**src/hdl/loader_defs.svh**
```systemverilog
`ifndef LOADER_DEFS_SVH
`define LOADER_DEFS_SVH

// Command codes carried in the first payload byte.
`define CMD_PING          8'h20
`define CMD_DOWNLOAD      8'h21
`define CMD_RUN           8'h22
`define CMD_QUERY_RESULT  8'h23
`define CMD_SEND_DATA     8'h24
`define CMD_RESET         8'h25

// Acknowledge and filler bytes.
`define ACK_BYTE          8'hcc
`define NAK_BYTE          8'h33
`define ZERO_BYTE         8'h00

// Packet lengths, counting length and sum bytes.
`define LEN_PING          8'h03
`define LEN_QUERY_RESULT  8'h03
`define LEN_DOWNLOAD      8'h0b
`define LEN_RUN           8'h07
`define LEN_RESET         8'h03
`define LEN_REPLY         8'h03
`define LEN_MIN           8'h03
`define LEN_MAX           8'h12
`define HDR_BYTES         8'h02

// Result codes kept in the status register.
`define STAT_SUCCESS      8'h40
`define STAT_UNKNOWN_CMD  8'h41
`define STAT_INVALID_ARG  8'h42
`define STAT_FLASH_FAIL   8'h43
`define STAT_RESET        8'h00

// Payload buffer and flash geometry.
`define BUF_DEPTH         16
`define BUF_AW            4
`define PARAM_BYTES       8'h08
`define FLASH_BYTES       33'h0_0001_0000

// Reply sequence steps.
`define SEQ_ACK           2'h0
`define SEQ_SUM           2'h1
`define SEQ_DATA          2'h2
`define SEQ_DONE          2'h3

`endif

```
**src/hdl/loader_pkg.sv**
```systemverilog
package loader_pkg;

    // One byte on a serial link, with its strobe.
    typedef struct packed {
        logic       valid;
        logic [7:0] data;
    } link_byte_type;

    // Requests towards the flash controller.
    typedef struct packed {
        logic        erase_req;
        logic        prog_req;
        logic [31:0] addr;
        logic [31:0] size;
        logic [7:0]  data;
    } flash_req_type;

    // Completion from the flash controller.
    typedef struct packed {
        logic done;
        logic ok;
    } flash_ans_type;

    // Hand-over requests.
    typedef struct packed {
        logic        run_req;
        logic        reset_req;
        logic [31:0] addr;
    } exec_type;

    typedef enum logic [10:0] {
        ST_IDLE      = 11'h001,
        ST_SUM       = 11'h002,
        ST_BODY      = 11'h004,
        ST_CHECK     = 11'h008,
        ST_ERASE     = 11'h010,
        ST_PROG_RD   = 11'h020,
        ST_PROG_LD   = 11'h040,
        ST_PROG_WAIT = 11'h080,
        ST_SEND      = 11'h100,
        ST_REPLY     = 11'h200,
        ST_HOLD      = 11'h400
    } state_type;

endpackage : loader_pkg

```
**src/hdl/link_select.sv**
```systemverilog
`timescale 1ns/1ps
`include "loader_defs.svh"
module link_select (
    input  wire logic                     clk,
    input  wire logic                     reset_n,
    input  wire loader_pkg::link_byte_type a_rx,
    input  wire logic                     a_tx_ready,
    output loader_pkg::link_byte_type      a_tx,
    input  wire loader_pkg::link_byte_type b_rx,
    input  wire logic                     b_tx_ready,
    output loader_pkg::link_byte_type      b_tx,
    output loader_pkg::link_byte_type      rx,
    input  wire logic                     send,
    input  wire logic [7:0]               send_data,
    output logic                          busy
);
    import loader_pkg::*;

    typedef struct packed {
        logic [1:0]    lock;
        link_byte_type a_tx;
        link_byte_type b_tx;
    } sel_state_type;

    sel_state_type s_reg;
    sel_state_type s_next;
    logic          take_a;
    logic          take_b;

    // The first link to send a non-zero byte wins.
    assign take_a = s_reg.lock[0] | (s_reg.lock == 2'h0 & a_rx.valid & a_rx.data != `ZERO_BYTE);
    assign take_b = s_reg.lock[1] | (s_reg.lock == 2'h0 & ~take_a & b_rx.valid
                                     & b_rx.data != `ZERO_BYTE);
    assign rx.valid = (take_a & a_rx.valid) | (take_b & b_rx.valid);
    assign rx.data  = take_a ? a_rx.data : b_rx.data;
    assign busy     = s_reg.a_tx.valid | s_reg.b_tx.valid;
    assign a_tx     = s_reg.a_tx;
    assign b_tx     = s_reg.b_tx;

    // Lock and outgoing byte.
    always_comb begin
        s_next = s_reg;
        if (s_reg.lock == 2'h0) begin
            s_next.lock = {take_b, take_a};
        end
        if (s_reg.a_tx.valid & a_tx_ready) begin
            s_next.a_tx.valid = 1'b0;
        end
        if (s_reg.b_tx.valid & b_tx_ready) begin
            s_next.b_tx.valid = 1'b0;
        end
        if (send) begin
            s_next.a_tx.valid = s_reg.lock[0];
            s_next.b_tx.valid = s_reg.lock[1];
            s_next.a_tx.data  = send_data;
            s_next.b_tx.data  = send_data;
        end
    end

    always_ff @(posedge clk or negedge reset_n) begin
        if (!reset_n) begin
            s_reg <= '0;
        end else begin
            s_reg <= s_next;
        end
    end
endmodule : link_select

```
**src/hdl/payload_mem.sv**
```systemverilog
`timescale 1ns/1ps
module payload_mem #(
    parameter int WIDTH = 8,
    parameter int DEPTH = 16,
    parameter int AW    = 4
) (
    input  wire logic             clk,
    input  wire logic             wr_en,
    input  wire logic [AW-1:0]    wr_addr,
    input  wire logic [WIDTH-1:0] wr_data,
    input  wire logic [AW-1:0]    rd_addr,
    output logic      [WIDTH-1:0] rd_data
);
    logic [WIDTH-1:0] mem_reg [DEPTH];

    // Registered read; contents need no reset.
    always_ff @(posedge clk) begin
        if (wr_en) begin
            mem_reg[wr_addr] <= wr_data;
        end
        rd_data <= mem_reg[rd_addr];
    end
endmodule : payload_mem

```
**src/hdl/serial_loader.sv**
```systemverilog
`timescale 1ns/1ps
`include "loader_defs.svh"
// What this block does
// Byte one is the total length, header bytes counted.
// Byte two is the payload sum only.
// Payload is length minus two bytes.
// Answer is first non-zero byte: 0xcc good, 0x33 bad.
// Acknowledge covers framing, not the command.
// Reply packet: length, sum, payload.
// Reply bytes follow without filler.
// Host answers each reply; repeats command after a reject.
// Zeros before an answer are skipped.
// First payload byte is the command code.
// Ping is acknowledged and sets status to success.
// Status query returns the previous result in one byte.
// Setup carries address and count, high byte first.
// Setup erases the area before acknowledging.
// Setup status tells whether address and count are valid.
// Data writes follow setup or data write; address advances.
// Host sends at most eight bytes per data write.
// Programming stops at the announced byte count.
// A rejected data write keeps the address.
// Run is acknowledged before hand-over.
// Reset is acknowledged before the chip resets.
// Host queries status after every other command.
// Once one link talks, the other is ignored.
// Sum modulo 256; bad sum or length is rejected.
// Commands other than a status query update status; bad codes and orphan writes fail.
module serial_loader (
    input  wire logic                      clk,
    input  wire logic                      reset_n,
    input  wire loader_pkg::link_byte_type link_a_rx,
    input  wire logic                      link_a_tx_ready,
    output loader_pkg::link_byte_type      link_a_tx,
    input  wire loader_pkg::link_byte_type link_b_rx,
    input  wire logic                      link_b_tx_ready,
    output loader_pkg::link_byte_type      link_b_tx,
    output loader_pkg::flash_req_type      flash_req,
    input  wire loader_pkg::flash_ans_type flash_ans,
    output loader_pkg::exec_type           exec_out
);
    import loader_pkg::*;

    typedef struct packed {
        state_type     state;
        logic [7:0]    len;
        logic [7:0]    left_rx;
        logic [7:0]    sum_rx;
        logic [7:0]    sum_calc;
        logic [7:0]    pidx;
        logic [7:0]    cmd;
        logic [63:0]   param;
        logic [7:0]    status;
        logic [31:0]   prog_addr;
        logic [31:0]   prog_left;
        logic          session;
        logic [7:0]    tx_byte;
        logic          ack_ok;
        logic [1:0]    seq;
        logic [`BUF_AW-1:0] idx;
        logic [7:0]    n;
        flash_req_type freq;
        exec_type      ex;
    } loader_state_type;

    loader_state_type   s_reg;
    loader_state_type   s_next;
    link_byte_type      rx;
    logic               busy;
    logic               send;
    logic               buf_we;
    logic [7:0]         buf_rdata;
    logic [`BUF_AW-1:0] buf_waddr;
    logic               rx_nonzero;
    logic [32:0]        area_end;
    logic [7:0]         data_cnt;

    link_select u_link (
        .clk        (clk),
        .reset_n    (reset_n),
        .a_rx       (link_a_rx),
        .a_tx_ready (link_a_tx_ready),
        .a_tx       (link_a_tx),
        .b_rx       (link_b_rx),
        .b_tx_ready (link_b_tx_ready),
        .b_tx       (link_b_tx),
        .rx         (rx),
        .send       (send),
        .send_data  (s_reg.tx_byte),
        .busy       (busy)
    );

    payload_mem #(
        .WIDTH (8),
        .DEPTH (`BUF_DEPTH),
        .AW    (`BUF_AW)
    ) u_buf (
        .clk     (clk),
        .wr_en   (buf_we),
        .wr_addr (buf_waddr),
        .wr_data (rx.data),
        .rd_addr (s_reg.idx),
        .rd_data (buf_rdata)
    );

    // Data bytes land in the buffer as they arrive.
    assign rx_nonzero = rx.valid & (rx.data != `ZERO_BYTE);
    assign buf_waddr  = s_reg.pidx[`BUF_AW-1:0] - {{(`BUF_AW-1){1'b0}}, 1'b1};
    assign buf_we     = (s_reg.state == ST_BODY) & rx.valid & (s_reg.pidx != 8'h00)
                        & (s_reg.pidx <= `BUF_DEPTH);
    assign send       = (s_reg.state == ST_SEND) & ~busy;
    assign area_end   = {1'b0, s_reg.param[63:32]} + {1'b0, s_reg.param[31:0]};
    assign data_cnt   = s_reg.len - `LEN_MIN;

    assign flash_req  = s_reg.freq;
    assign exec_out   = s_reg.ex;

    // Packet receive, execution and reply.
    always_comb begin
        s_next = s_reg;
        s_next.freq.erase_req = 1'b0;
        s_next.freq.prog_req  = 1'b0;
        s_next.ex.run_req     = 1'b0;
        s_next.ex.reset_req   = 1'b0;
        case (s_reg.state)
            ST_IDLE: begin
                // First non-zero byte is the length.
                if (rx_nonzero) begin
                    s_next.len      = rx.data;
                    s_next.left_rx  = rx.data - `HDR_BYTES;
                    s_next.sum_calc = `ZERO_BYTE;
                    s_next.pidx     = 8'h00;
                    s_next.param    = '0;
                    s_next.seq      = `SEQ_ACK;
                    if (rx.data < `LEN_MIN || rx.data > `LEN_MAX) begin
                        s_next.ack_ok  = 1'b0;
                        s_next.tx_byte = `NAK_BYTE;
                        s_next.state   = ST_SEND;
                    end else begin
                        s_next.state = ST_SUM;
                    end
                end
            end
            ST_SUM: begin
                if (rx.valid) begin
                    s_next.sum_rx = rx.data;
                    s_next.state  = ST_BODY;
                end
            end
            ST_BODY: begin
                if (rx.valid) begin
                    // Modulo-256 sum over payload bytes only.
                    s_next.sum_calc = s_reg.sum_calc + rx.data;
                    s_next.pidx     = s_reg.pidx + 8'h01;
                    s_next.left_rx  = s_reg.left_rx - 8'h01;
                    if (s_reg.pidx == 8'h00) begin
                        s_next.cmd = rx.data;
                    end else if (s_reg.pidx <= `PARAM_BYTES) begin
                        s_next.param = {s_reg.param[55:0], rx.data};
                    end
                    if (s_reg.left_rx == 8'h01) begin
                        s_next.state = ST_CHECK;
                    end
                end
            end
            ST_CHECK: begin
                s_next.ack_ok  = 1'b1;
                s_next.tx_byte = `ACK_BYTE;
                s_next.state   = ST_SEND;
                if (s_reg.sum_calc != s_reg.sum_rx) begin
                    // Bad packets change nothing.
                    s_next.ack_ok  = 1'b0;
                    s_next.tx_byte = `NAK_BYTE;
                end else begin
                    case (s_reg.cmd)
                        `CMD_PING: begin
                            s_next.status = (s_reg.len == `LEN_PING) ? `STAT_SUCCESS
                                                                      : `STAT_UNKNOWN_CMD;
                        end
                        `CMD_QUERY_RESULT: begin
                            if (s_reg.len != `LEN_QUERY_RESULT) begin
                                s_next.status = `STAT_UNKNOWN_CMD;
                            end
                        end
                        `CMD_DOWNLOAD: begin
                            s_next.session = 1'b0;
                            if (s_reg.len == `LEN_DOWNLOAD && area_end <= `FLASH_BYTES) begin
                                s_next.prog_addr      = s_reg.param[63:32];
                                s_next.prog_left      = s_reg.param[31:0];
                                s_next.freq.addr      = s_reg.param[63:32];
                                s_next.freq.size      = s_reg.param[31:0];
                                s_next.freq.erase_req = 1'b1;
                                s_next.state          = ST_ERASE;
                            end else begin
                                s_next.status = `STAT_INVALID_ARG;
                            end
                        end
                        `CMD_SEND_DATA: begin
                            if (!s_reg.session) begin
                                s_next.status = `STAT_INVALID_ARG;
                            end else if (data_cnt == 8'h00 || s_reg.prog_left == 32'h0) begin
                                s_next.status = `STAT_SUCCESS;
                            end else begin
                                s_next.idx = '0;
                                // Bytes beyond the announced total are dropped.
                                s_next.n = (s_reg.prog_left < {24'h0, data_cnt})
                                           ? s_reg.prog_left[7:0] : data_cnt;
                                s_next.state = ST_PROG_RD;
                            end
                        end
                        `CMD_RUN: begin
                            s_next.status = (s_reg.len == `LEN_RUN) ? `STAT_SUCCESS
                                                                     : `STAT_UNKNOWN_CMD;
                        end
                        `CMD_RESET: begin
                            s_next.status = (s_reg.len == `LEN_RESET) ? `STAT_SUCCESS
                                                                       : `STAT_UNKNOWN_CMD;
                        end
                        default: begin
                            s_next.status = `STAT_UNKNOWN_CMD;
                        end
                    endcase
                end
            end
            ST_ERASE: begin
                // The acknowledge waits for the erase to complete.
                if (flash_ans.done) begin
                    s_next.status  = flash_ans.ok ? `STAT_SUCCESS : `STAT_FLASH_FAIL;
                    s_next.session = flash_ans.ok;
                    s_next.state   = ST_SEND;
                end
            end
            ST_PROG_RD: begin
                s_next.state = ST_PROG_LD;
            end
            ST_PROG_LD: begin
                s_next.freq.addr     = s_reg.prog_addr;
                s_next.freq.data     = buf_rdata;
                s_next.freq.prog_req = 1'b1;
                s_next.state         = ST_PROG_WAIT;
            end
            ST_PROG_WAIT: begin
                if (flash_ans.done) begin
                    if (!flash_ans.ok) begin
                        s_next.status  = `STAT_FLASH_FAIL;
                        s_next.session = 1'b0;
                        s_next.state   = ST_SEND;
                    end else begin
                        // Consecutive writes continue from the next address.
                        s_next.prog_addr = s_reg.prog_addr + 32'h1;
                        s_next.prog_left = s_reg.prog_left - 32'h1;
                        s_next.idx       = s_reg.idx + {{(`BUF_AW-1){1'b0}}, 1'b1};
                        s_next.n         = s_reg.n - 8'h01;
                        if (s_reg.n == 8'h01) begin
                            s_next.status = `STAT_SUCCESS;
                            s_next.state  = ST_SEND;
                        end else begin
                            s_next.state = ST_PROG_RD;
                        end
                    end
                end
            end
            ST_SEND: begin
                // Next byte leaves once the link is free.
                if (!busy) begin
                    s_next.state = ST_IDLE;
                    if (s_reg.ack_ok && s_reg.cmd == `CMD_QUERY_RESULT
                        && s_reg.len == `LEN_QUERY_RESULT) begin
                        s_next.seq   = s_reg.seq + 2'h1;
                        s_next.state = ST_SEND;
                        case (s_reg.seq)
                            `SEQ_ACK:  s_next.tx_byte = `LEN_REPLY;
                            `SEQ_SUM:  s_next.tx_byte = s_reg.status;
                            `SEQ_DATA: s_next.tx_byte = s_reg.status;
                            default:   s_next.state   = ST_REPLY;
                        endcase
                    end else if (s_reg.ack_ok && s_reg.cmd == `CMD_RUN
                                 && s_reg.len == `LEN_RUN) begin
                        s_next.ex.addr = s_reg.param[31:0];
                        s_next.state   = ST_HOLD;
                    end else if (s_reg.ack_ok && s_reg.cmd == `CMD_RESET
                                 && s_reg.len == `LEN_RESET) begin
                        s_next.state = ST_HOLD;
                    end
                end
            end
            ST_HOLD: begin
                // Hand-over waits for the acknowledge to leave.
                if (!busy) begin
                    s_next.ex.run_req   = (s_reg.cmd == `CMD_RUN);
                    s_next.ex.reset_req = (s_reg.cmd == `CMD_RESET);
                    s_next.state        = ST_IDLE;
                end
            end
            ST_REPLY: begin
                // Any host answer ends the exchange.
                if (rx_nonzero) begin
                    s_next.state = ST_IDLE;
                end
            end
            default: begin
                s_next.state = ST_IDLE;
            end
        endcase
    end

    always_ff @(posedge clk or negedge reset_n) begin
        if (!reset_n) begin
            s_reg        <= '0;
            s_reg.state  <= ST_IDLE;
            s_reg.status <= `STAT_RESET;
        end else begin
            s_reg <= s_next;
        end
    end
endmodule : serial_loader

```
**config.mk**
```make
export PLATFORM = sky130hd
export DESIGN_NAME = serial_loader
export DESIGN_NICKNAME = d
export VERILOG_FILES = /design/src/hdl/loader_pkg.sv /design/src/hdl/link_select.sv /design/src/hdl/payload_mem.sv /design/src/hdl/serial_loader.sv
export VERILOG_INCLUDE_DIRS = /design/src /design/src/hdl
export SDC_FILE = /design/constraint.sdc
export NUM_CORES = 1
export LEC_CHECK = 0
export BUFFER_PORTS_ARGS = -buffer_cell sky130_fd_sc_hd__buf_2
export CAP_MARGIN = 20
export CORE_MARGIN = 4
export CORE_UTILIZATION = 50
export DETAILED_ROUTE_END_ITERATION = 12
export PLACE_DENSITY = 0.76
export SYNTH_ARGS = -nofsm -noshare
export SYNTH_HDL_FRONTEND = slang
export SYNTH_SLANG_ARGS = --single-unit
```
**constraint.sdc**
```tcl
create_clock -name clk -period 3.5 [get_ports clk]
set_input_delay 0.525 -clock clk [delete_from_list [all_inputs] [get_ports clk]]
set_output_delay 0.525 -clock clk [all_outputs]
set_load 0.02 [all_outputs]
```
# After elaboration in Yosys (flattened, before gate mapping)
# Memories as Yosys holds them, arrays and structs flattened. A register that Yosys moved wholly into a read port is not among the register bits.
# Cells that the tools add are included.
# word_totals
regBits,339
latch_bits,0
ram_bits,128
rom_bits,0
output_inout_bits,126
elab_cells,256
memories,1
# memory_table
memory,depth,word_bits,rd,rd_clocked_by_memory_dff,wr,line_no,text
u_buf.mem_reg,16,8,1,1,1,payload_mem.sv:14,logic [WIDTH-1:0] mem_reg [DEPTH];
# op_classes
add_sub_neg,12
mul,0
div_mod_pow,0
order_cmp,6
n_eq_ne,52
n_shift,0
n_mux,88
bitwise_logic,22
reduce_logical,46
# ops
operator,n
64-bit two-way mux,8
64-bit case mux with 2 select lines,2
11-bit two-way mux,15
73-bit two-way mux,2
11-bit case mux with 11 select lines,1
8-bit two-way mux,13
88-bit two-way mux,1
65-bit two-way mux,1
32-bit case mux with 2 select lines,1
12-bit two-way mux,5
9-bit two-way mux,6
8-bit by 6-bit == test with 1-bit output (second input constant),6
8-bit case mux with 3 select lines,2
8-bit case mux with 5 select lines,1
32-bit by 32-bit adder with 33-bit output,1
33-bit by 17-bit <= comparator with 1-bit output (second input constant),1
32-bit by 1-bit adder with 32-bit output (second input constant),1
32-bit zero test,1
32-bit by 8-bit < comparator with 1-bit output,1
2-bit != test (second input constant),16
16-bit case mux with 2 select lines,1
8-bit case mux with 2 select lines,2
8-bit nonzero test,4
32-bit by 1-bit subtractor with 32-bit output (second input constant),1
65 further kinds,133

# Longest topological paths before layout
# Gate-level depths: netlist (run 1).
# depth
ltp_word,16
depth_mapped,17
mapped_depth_nobuf,16

# By module
# Synthesis (run 1) repeated with hierarchy kept, for this count alone.
# hier_totals
hier_cells,2537
area_unflattened_um2,25190.4
# modules_own_cells
mod,instances,cells_each,area_per_inst_um2,seq_area_each_um2
serial_loader,1,2222,19243.5,7983.9
payload_mem,1,229,5147.4,4003.8
link_select,1,86,799.5,300.3

# Worst setup path after synthesis (run 1)
# Ideal clock, no wire load.
# synth_timing
kind,in2reg
from,input link_a_rx[7] (netlist bit)
to,register s_reg[291] (netlist bit)
t_arrival_ns,3.785
required_ns,3.371
slack_ns,-0.414
stages,16
path_cell_list,or4_1 -> o21ai_4 -> nand2_1 -> mux2i_1 -> inv_1 -> ha_1 -> a21o_1 -> a21oi_1 -> o21bai_1 -> a21oi_1 -> o21bai_1 -> a21oi_1 -> xnor2_1 -> nor2_1 -> o21ai_0 -> o21ai_0
# synth_lines
element,line_no,text
"start, declared",serial_loader.sv:32,"input wire loader_pkg::link_byte_type link_a_rx,"
"end signal, assigned",serial_loader.sv:313,s_reg <= s_next;
"end, declared",serial_loader.sv:66,loader_state_type s_reg;

# Final worst setup path (run 1)
# layout_timing
from,register s_reg[251] (netlist bit)
to,register s_reg[193] (netlist bit)
# layout_via
elab_chain_cells,5
# layout_lines
element,line_no,text
32-bit by 32-bit adder with 33-bit output,serial_loader.sv:112,"assign area_end = {1'b0, s_reg.param[63:32]} + {1'b0, s_reg.param[31:0]};"
33-bit by 17-bit <= comparator with 1-bit output (no source line),--,
1-bit logical AND (no source line),--,
2-bit != test (no source line),--,
6-bit AND reduction (no source line),--,
# Every way passes these cells.
# A chain may end at the register's enable or synchronous reset.

==> results of run 1 <==
-- layer usage --
metal | vias up | GRT usage [%]
met3 | 296 | 5.33
met5 | - | 0
met4 | 2 | 15.2
met1 | 10969 | 37.0
met2 | 1120 | 47.4
li1 | 9956 | -
-- cell usage in the layout, fill, tap and decap left out, types with 13 or more instances in the layout --
cell type and n:
ha_4 22, o211ai_1 24, a31oi_1 53, o21ai_0 125, o31ai_1 17, nor2_1 175, edfxtp_1 128, mux2_4 30
clkbuf_16 50, and2_1 29, o21a_1 15, dfrtp_1 323, a211oi_1 62, o21ai_1 21, mux2i_1 32, nor3_1 65
xor2_1 25, inv_1 83, nand2b_1 13, a22o_1 43, o22ai_1 15, a211oi_2 42, buf_12 39, buf_6 14
a21oi_1 93, xnor2_1 23, o221a_4 32, nand3_1 43, buf_4 336, mux2_2 50, mux4_2 16, buf_2 148
ha_1 38, and3_1 25, nand2_1 265, nand4_1 30, nor4_1 23
-- layout make-up --
cell class / instances / area [sq um] / area share, %
flip-flops and latches: 464 / 12200 / 37.6
repair buffers: 547 / 4420 / 13.6
inverters: 85 / 319 / 0.983
well taps: 672 / 841 / 2.59
multi-input cells: 1711 / 13000 / 40.0
clock buffers: 66 / 1380 / 4.25
clock inverters: 22 / 285 / 0.879
diodes: 1 / 2.50 / 0.00771
-- power groups by stage --
stage | Sequential [mW] | Combinational [mW] | Clock (mW)
floorplan | 5.99 | 1.24 | 0
global placement | 6.02 | 1.83 | 0
detailed placement | 6.03 | 1.89 | 0
CTS | 5.93 | 1.92 | 5.41
global route | 5.96 | 2.20 | 5.66
finish | 5.94 | 2.01 | 5.35
-- critical path: cells and delay by family, from the launching register on --
family	cells	cell delay [ns]
AOI/OAI and AO/OA	4	0.77
adders and majority gates	1	0.31
buffers and inverters	4	0.64
DFF	1	0.46
and+or+nand+nor	6	1.61
-- Yosys cell counts (7+ instances only) --
cell type	count	area share (%)
a211oi_1	108	3.2
a21o_1	11	0.32
a21oi_1	104	2.0
a221oi_1	9	0.31
a22o_1	43	1.5
a22oi_1	12	0.35
a311oi_1	8	0.27
a31oi_1	55	1.3
and2_1	31	0.76
and3_1	26	0.64
buf_1	11	0.16
buf_2	30	0.59
buf_4	126	3.7
buf_6	9	0.40
clkbuf_1	105	1.5
dfrtp_1	327	32
dfxtp_1	8	0.63
edfxtp_1	128	15
ha_1	62	3.0
inv_1	85	1.2
mux2_1	28	1.2
mux2_2	52	2.3
mux2i_1	34	1.3
mux4_2	16	1.4
nand2_1	268	3.9
nand2b_1	13	0.32
nand3_1	44	0.86
nand4_1	30	0.73
nor2_1	179	2.6
nor3_1	73	1.4
nor3b_1	8	0.23
nor4_1	30	0.73
o211ai_1	24	0.70
o21a_1	15	0.44
o21ai_0	142	2.8
o21ai_1	11	0.22
o21bai_1	11	0.32
o221a_2	34	1.5
o22ai_1	18	0.44
o311ai_0	7	0.24
o31ai_1	19	0.56
or3_1	12	0.29
or4_1	9	0.26
xnor2_1	26	0.89
xor2_1	25	0.86
-- kinds of logic (layout without fill, tap and decap cells) --
logic type                 after synthesis  in the layout  share of synthesized area, %
and+or+nand+nor                        767            767                          14.4
AOI/OAI and AO/OA                      698            699                          19.1
DFF                                    464            464                          47.7
buffers and inverters                  367            720                          7.64
muxes                                  130            130                          6.26
adders and majority gates               64             64                          3.19
xor gates and xnor gates                51             51                          1.74
other                                    0              1                             0
-- per-stage QoR --
step	setup TNS, ns	setup WS [ns]
finish	-40.83	-0.413
floorplan	-2.20	-0.0953
global placement	-72.52	-0.676
CTS	-30.74	-0.353
detailed placement	-69.18	-0.662
global route	-52.67	-0.503
-- worst min path at each step --
stage                     startpoint              to  slack, ns  depth (start not counted)
CTS                  link_a_tx_ready  u_link.a_tx[8]       0.10                          2
finish               link_a_tx_ready  u_link.a_tx[8]       0.12                          2
global placement    u_buf.rd_data[2]    flash_req[2]       0.41                          2
detailed placement  u_buf.rd_data[2]    flash_req[2]       0.41                          2
global route         link_b_tx_ready  u_link.b_tx[8]       0.11                          2
floorplan                    reset_n     exec_out[0]       0.23                          0
-- what timing repair did --
action | in CTS | in global routing
setup endpoints to repair | 134 | 142
resized for setup | 187 | 66
setup buffers | 35 | 21
hold buffers | 1 | 0
hold endpoints to repair | 77 | 0
gates cloned | 9 | 4
pin swaps | 70 | 28
==> impl_metrics.yaml, run 1 <==
outcome:
  status: "finished with violations"
  violations: "setup timing"
synthesis:
  synth_edf_count: 128
  synth_seq_cells: 464
  syn_nets: 2629
  ys_warn_count: 0
  avgSynthCellArea_sq_um: 10.1
  ys_seq_area_share_pct: 47.7
  synthArstFlopShare_pct: 70.7
  synthCells: 2541
  synth_ff_type: "dfrtp_1"
  synth_cell_types: 93
  netlist_area_sq_um: 25600
critical_path:
  reg2regPathDepth: 15
  critPathLaunch: "s_reg[251]"
  rrSetupSlack_ns: -0.41
  cp-end-kind: "flip-flop"
  worst_path_most_repeated_cell: "buf_12"
  crit_path_start_kind: "flip-flop"
  arrival_ns: 4.41
  worst-setup-path-type: "reg -> reg"
  r2r_end: "s_reg[193]"
  critPathCapture: "s_reg[193]"
  crit_path_cell_trace: "ha_4 > nand4_1 > buf_4 > nor3_4 > a21boi_4 > nor3_4 > a21oi_2 > or4b_4 > nor4_4 > and4b_2 > buf_12 > o21ai_4 > buf_12 > buf_12 > o221a_4"
  cp_max_fo: 7
  crit_required_ns: 4.00
  cpMaxStageDelayCell: "or4b_4"
  slowest_delay_ns: 0.51
  timing.rr.start: "s_reg[251]"
timing:
  hold_ws_ns: 0.120
  slew_violations: 0
  timing.fmax_mhz: 256
  hold_viol: 0
  clock-skew-final_ns: 0.0230
  rsz0062_at_grt: "true"
  min_period_ns: 3.91
  final.setup.worst_slack_ns: -0.413
  final-setup-viol-count: 134
  fin_crit_sh_pct: 112
  tightest_slew_ns: 1.01
  slew_headroom_pct: 32.2
drt:
  drcViolationCount: 0
  drt-met1-wl_microns: 32100
  met3_length_microns: 6250
  detail-route-antenna-nets: 0
  wl_microns: 81500
  maxUsedRoutingLayer: "met5"
  first_pass_iters: 6
  wl_met2_microns: 38200
  drt_iter0_drc: 2255
  vias_per_cell: 6.26
  routedWlPerCell_microns: 22.8
  vias: 22343
floorplanning:
  start_util_pct: 50.8
  die_x_microns: 234
  io_pins: 150
  dieArea_sq_um: 54900
  fp.dieH_microns: 234
  core-area_sq_um: 50400
  rows: 82
pwr:
  power.total_mw: 13.3
  pwr-share-comb_pct: 15.1
  internal_power_mw: 9.57
  p_leak_nw: 14.1
  pwr-share-seq_pct: 44.7
  power.switching_mw: 3.72
  clock_power_share_pct: 40.2
  ir_worst_vdd_v: 0.000372
  swShare_pct: 28.0
  power_density_nw_per_um2: 409
cts:
  cts.reportedPaths.clkPinSlew_ns: 0.06
  clockRootBuffer: "clkbuf_16"
  cts_tree: "built"
  clk_latency_ns: 0.61
  clk_path_buf_depth: 3
  clock-sinks: 464
  htree_levels: 2
  cts_buffers: 48
grt:
  track_usage_pct: 29.0
  overflow: 0
  grt_pass1_wl_microns: 125000
  grt_max_degree: 106
  grt_pass1_vias: 22140
  antenna_found_initial: 2
flow_run:
  max_cap_violations: 0
layout:
  largest_reg_flops: 211
  finalNonFillerCells: 3568
  drive_above_1_share_pct: 32.7
  fin_area_sq_um: 32500
  fillCellCount: 3747
  finalNetCount: 2945
  layout-area-overhead-vs-synth_pct: 26.8
  post-route-util_pct: 64.4
placement:
  gp_congestion: 0.978
  portBuffers: 149
  placed_cell_area_sq_um: 28900
  dp_hpwl_microns: 55900
  dp.cells: 3415
min_path:
  hp-class: "in -> reg"
(Power assumes the default switching activity.)
==> run 2, diff against run 1 <==
==> constraint.sdc (replaced) <==
create_clock -name clk -period 3.5 [get_ports clk]
set_input_delay 0 -clock clk [delete_from_list [all_inputs] [get_ports clk]]
set_output_delay 0 -clock clk [all_outputs]
set_load 0.02 [all_outputs]
==> impl_metrics.yaml, run 2 (synthesized netlist as in run 1, its figures left out) <==
timing:
  min_period_ns: 3.88
  timing.fmax_mhz: 258
  clock-skew-final_ns: 0.0272
  rsz0062_at_grt: "true"
  fin_crit_sh_pct: 111
  final.setup.worst_slack_ns: -0.375
  slew_headroom_pct: 24.6
  final-setup-viol-count: 132
  slew_violations: 0
  hold_ws_ns: 0.00285
  tightest_slew_ns: 1.13
  hold_viol: 0
flow_run:
  max_cap_violations: 0
layout:
  layout-area-overhead-vs-synth_pct: 26.7
  largest_reg_flops: 211
  final_common_cell: "dfrtp_1"
  n_antenna_cell: 0
  layout_common_cells: "318 x dfrtp_1, 299 x buf_4, 263 x nand2_1, 177 x nor2_1, 148 x buf_2"
  finalNetCount: 2925
  multi_input_comb_area_sq_um: 12900
  fillCellCount: 3745
  drive_above_1_share_pct: 32.6
  regArea_sq_um: 12200
critical_path:
  cp-end-kind: "flip-flop"
  reg2regPathDepth: 14
  rrSetupSlack_ns: -0.38
  cp_max_fo: 32
  timing.rr.start: "s_reg[245]"
  crit_path_start_kind: "flip-flop"
  r2r_end: "flash_req[70]"
  crit_required_ns: 3.99
  worst-setup-path-type: "reg -> reg"
  arrival_ns: 4.36
placement:
  place_ws_ns: -0.523
  dp_hpwl_microns: 56700
  portBuffers: 149
  gp_congestion: 1.08
floorplanning:
  rows: 82
  io_pins: 150
  fp.dieH_microns: 234
  core-area_sq_um: 50400
  dieArea_sq_um: 54900
  start_util_pct: 50.8
  die_x_microns: 234
drt:
  routedWlPerCell_microns: 24.5
  detail-route-antenna-nets: 0
  drcViolationCount: 0
  drt_iter0_drc: 3037
  vias: 22818
  first_pass_iters: 6
  vias_per_cell: 6.43
  wl_microns: 87100
grt:
  track_usage_pct: 30.8
  grt_max_degree: 88
  antenna_found_initial: 1
  grt_pass1_wl_microns: 132000
  overflow: 0
  grt_pass1_vias: 22400
outcome:
  status: "finished with violations"
  violations: "setup timing"
cts:
  htree_levels: 2
  cts_tree: "built"
  clk_latency_ns: 0.62
  clockRootBuffer: "clkbuf_16"
  cts_buffers: 48
  clock-sinks: 464
  clk_path_buf_depth: 3
  cts.reportedPaths.clkPinSlew_ns: 0.06
min_path:
  hp-class: "in -> async"
pwr:
  p_leak_nw: 14.1
  power_density_nw_per_um2: 428
  ir_worst_vdd_v: 0.000429
[run 2: cell count changes in the layout (fill, tap and decap cells not counted), sizes merged]
cell | before | now
clkinv | 11 | 7
clkbuf | 68 | 69
inv | 88 | 86
bufbuf | 1 | 3
diode | 1 | 0
buf | 543 | 493
bufinv | 4 | 11
clkinvlp | 4 | 3
dlygate4sd3 | 1 | 29
[run 2: how the worst max path moves through the flow]
stage | cells after the start | startpoint | end
final | 14 | s_reg[245] | flash_req[70]
after global routing | 14 | s_reg[211] | flash_req[61]
after CTS | 14 | s_reg[223] | flash_req[61]
after detailed placement | 12 | s_reg[223] | flash_req[19]
after global placement | 12 | s_reg[222] | flash_req[13]
after floorplan | 14 | s_reg[232] | flash_req[69]
[run 2: timing repair]
item                                    4_1_cts  5_1_grt
gates cloned                                 12        4
hold buffers                                 29        0
gates resized for setup                     223      101
pin swaps                                    72       55
buffers inserted                             25       18
endpoints found under the setup margin      133      277
hold endpoints to repair                    258        0
[run 2: final cells by class]
| type | instances | area share [%] |
|---|---|---|
| Clock inverter | 22 | 1.37 |
| Tap cell | 672 | 2.59 |
| Timing Repair Buffer | 527 | 13.2 |
| Clock buffer | 67 | 4.27 |
| Inverter | 85 | 0.995 |
| Multi-Input combinational cell | 1711 | 39.9 |
| Sequential cell | 464 | 37.7 |
[run 2: where the power goes]
group	internal (mW)	leakage, nW	switching, mW	total [mW]
Sequential	5.76	5.40	0.222	5.98
Combinational	0.700	7.83	1.27	1.97
Clock	3.60	0.887	2.31	5.91
Total	10.1	14.1	3.81	13.9
[run 2: routing by layer]
layer,up-vias,global-route usage [%],wire (microns)
li1,9890,-,-
met1,11211,41.7,34100
met2,1419,49.3,40200
met3,298,4.88,8360
met4,0,13.4,4330
met5,-,0,0
[run 2: worst max-delay path: stages (launching register included)]
cell and delay (ns):
dfrtp_1 0.43, ha_4 0.29, buf_6 0.12, o21a_1 0.16, o211ai_1 0.19, or2b_1 0.29
a31oi_2 0.23, xnor2_2 0.10, or4b_4 0.56, nor4_4 0.33, and4b_1 0.28, buf_6 0.14
nand4_4 0.11, buf_12 0.21, o221a_2 0.27
[run 2: stage by stage]
stage	TNS (ns)	util, %	power (mW)	cells	cell area (sq um)
CTS	-27.98	63.1	13.8	3530	31800
floorplan	-1.97	-	7.24	2541	25700
global placement	-44.75	55.7	7.78	3376	28000
detailed placement	-46.31	55.7	7.89	3376	28000
global route	-52.33	64.4	14.3	3548	32400
finish	-40.36	64.4	13.9	3548	32400
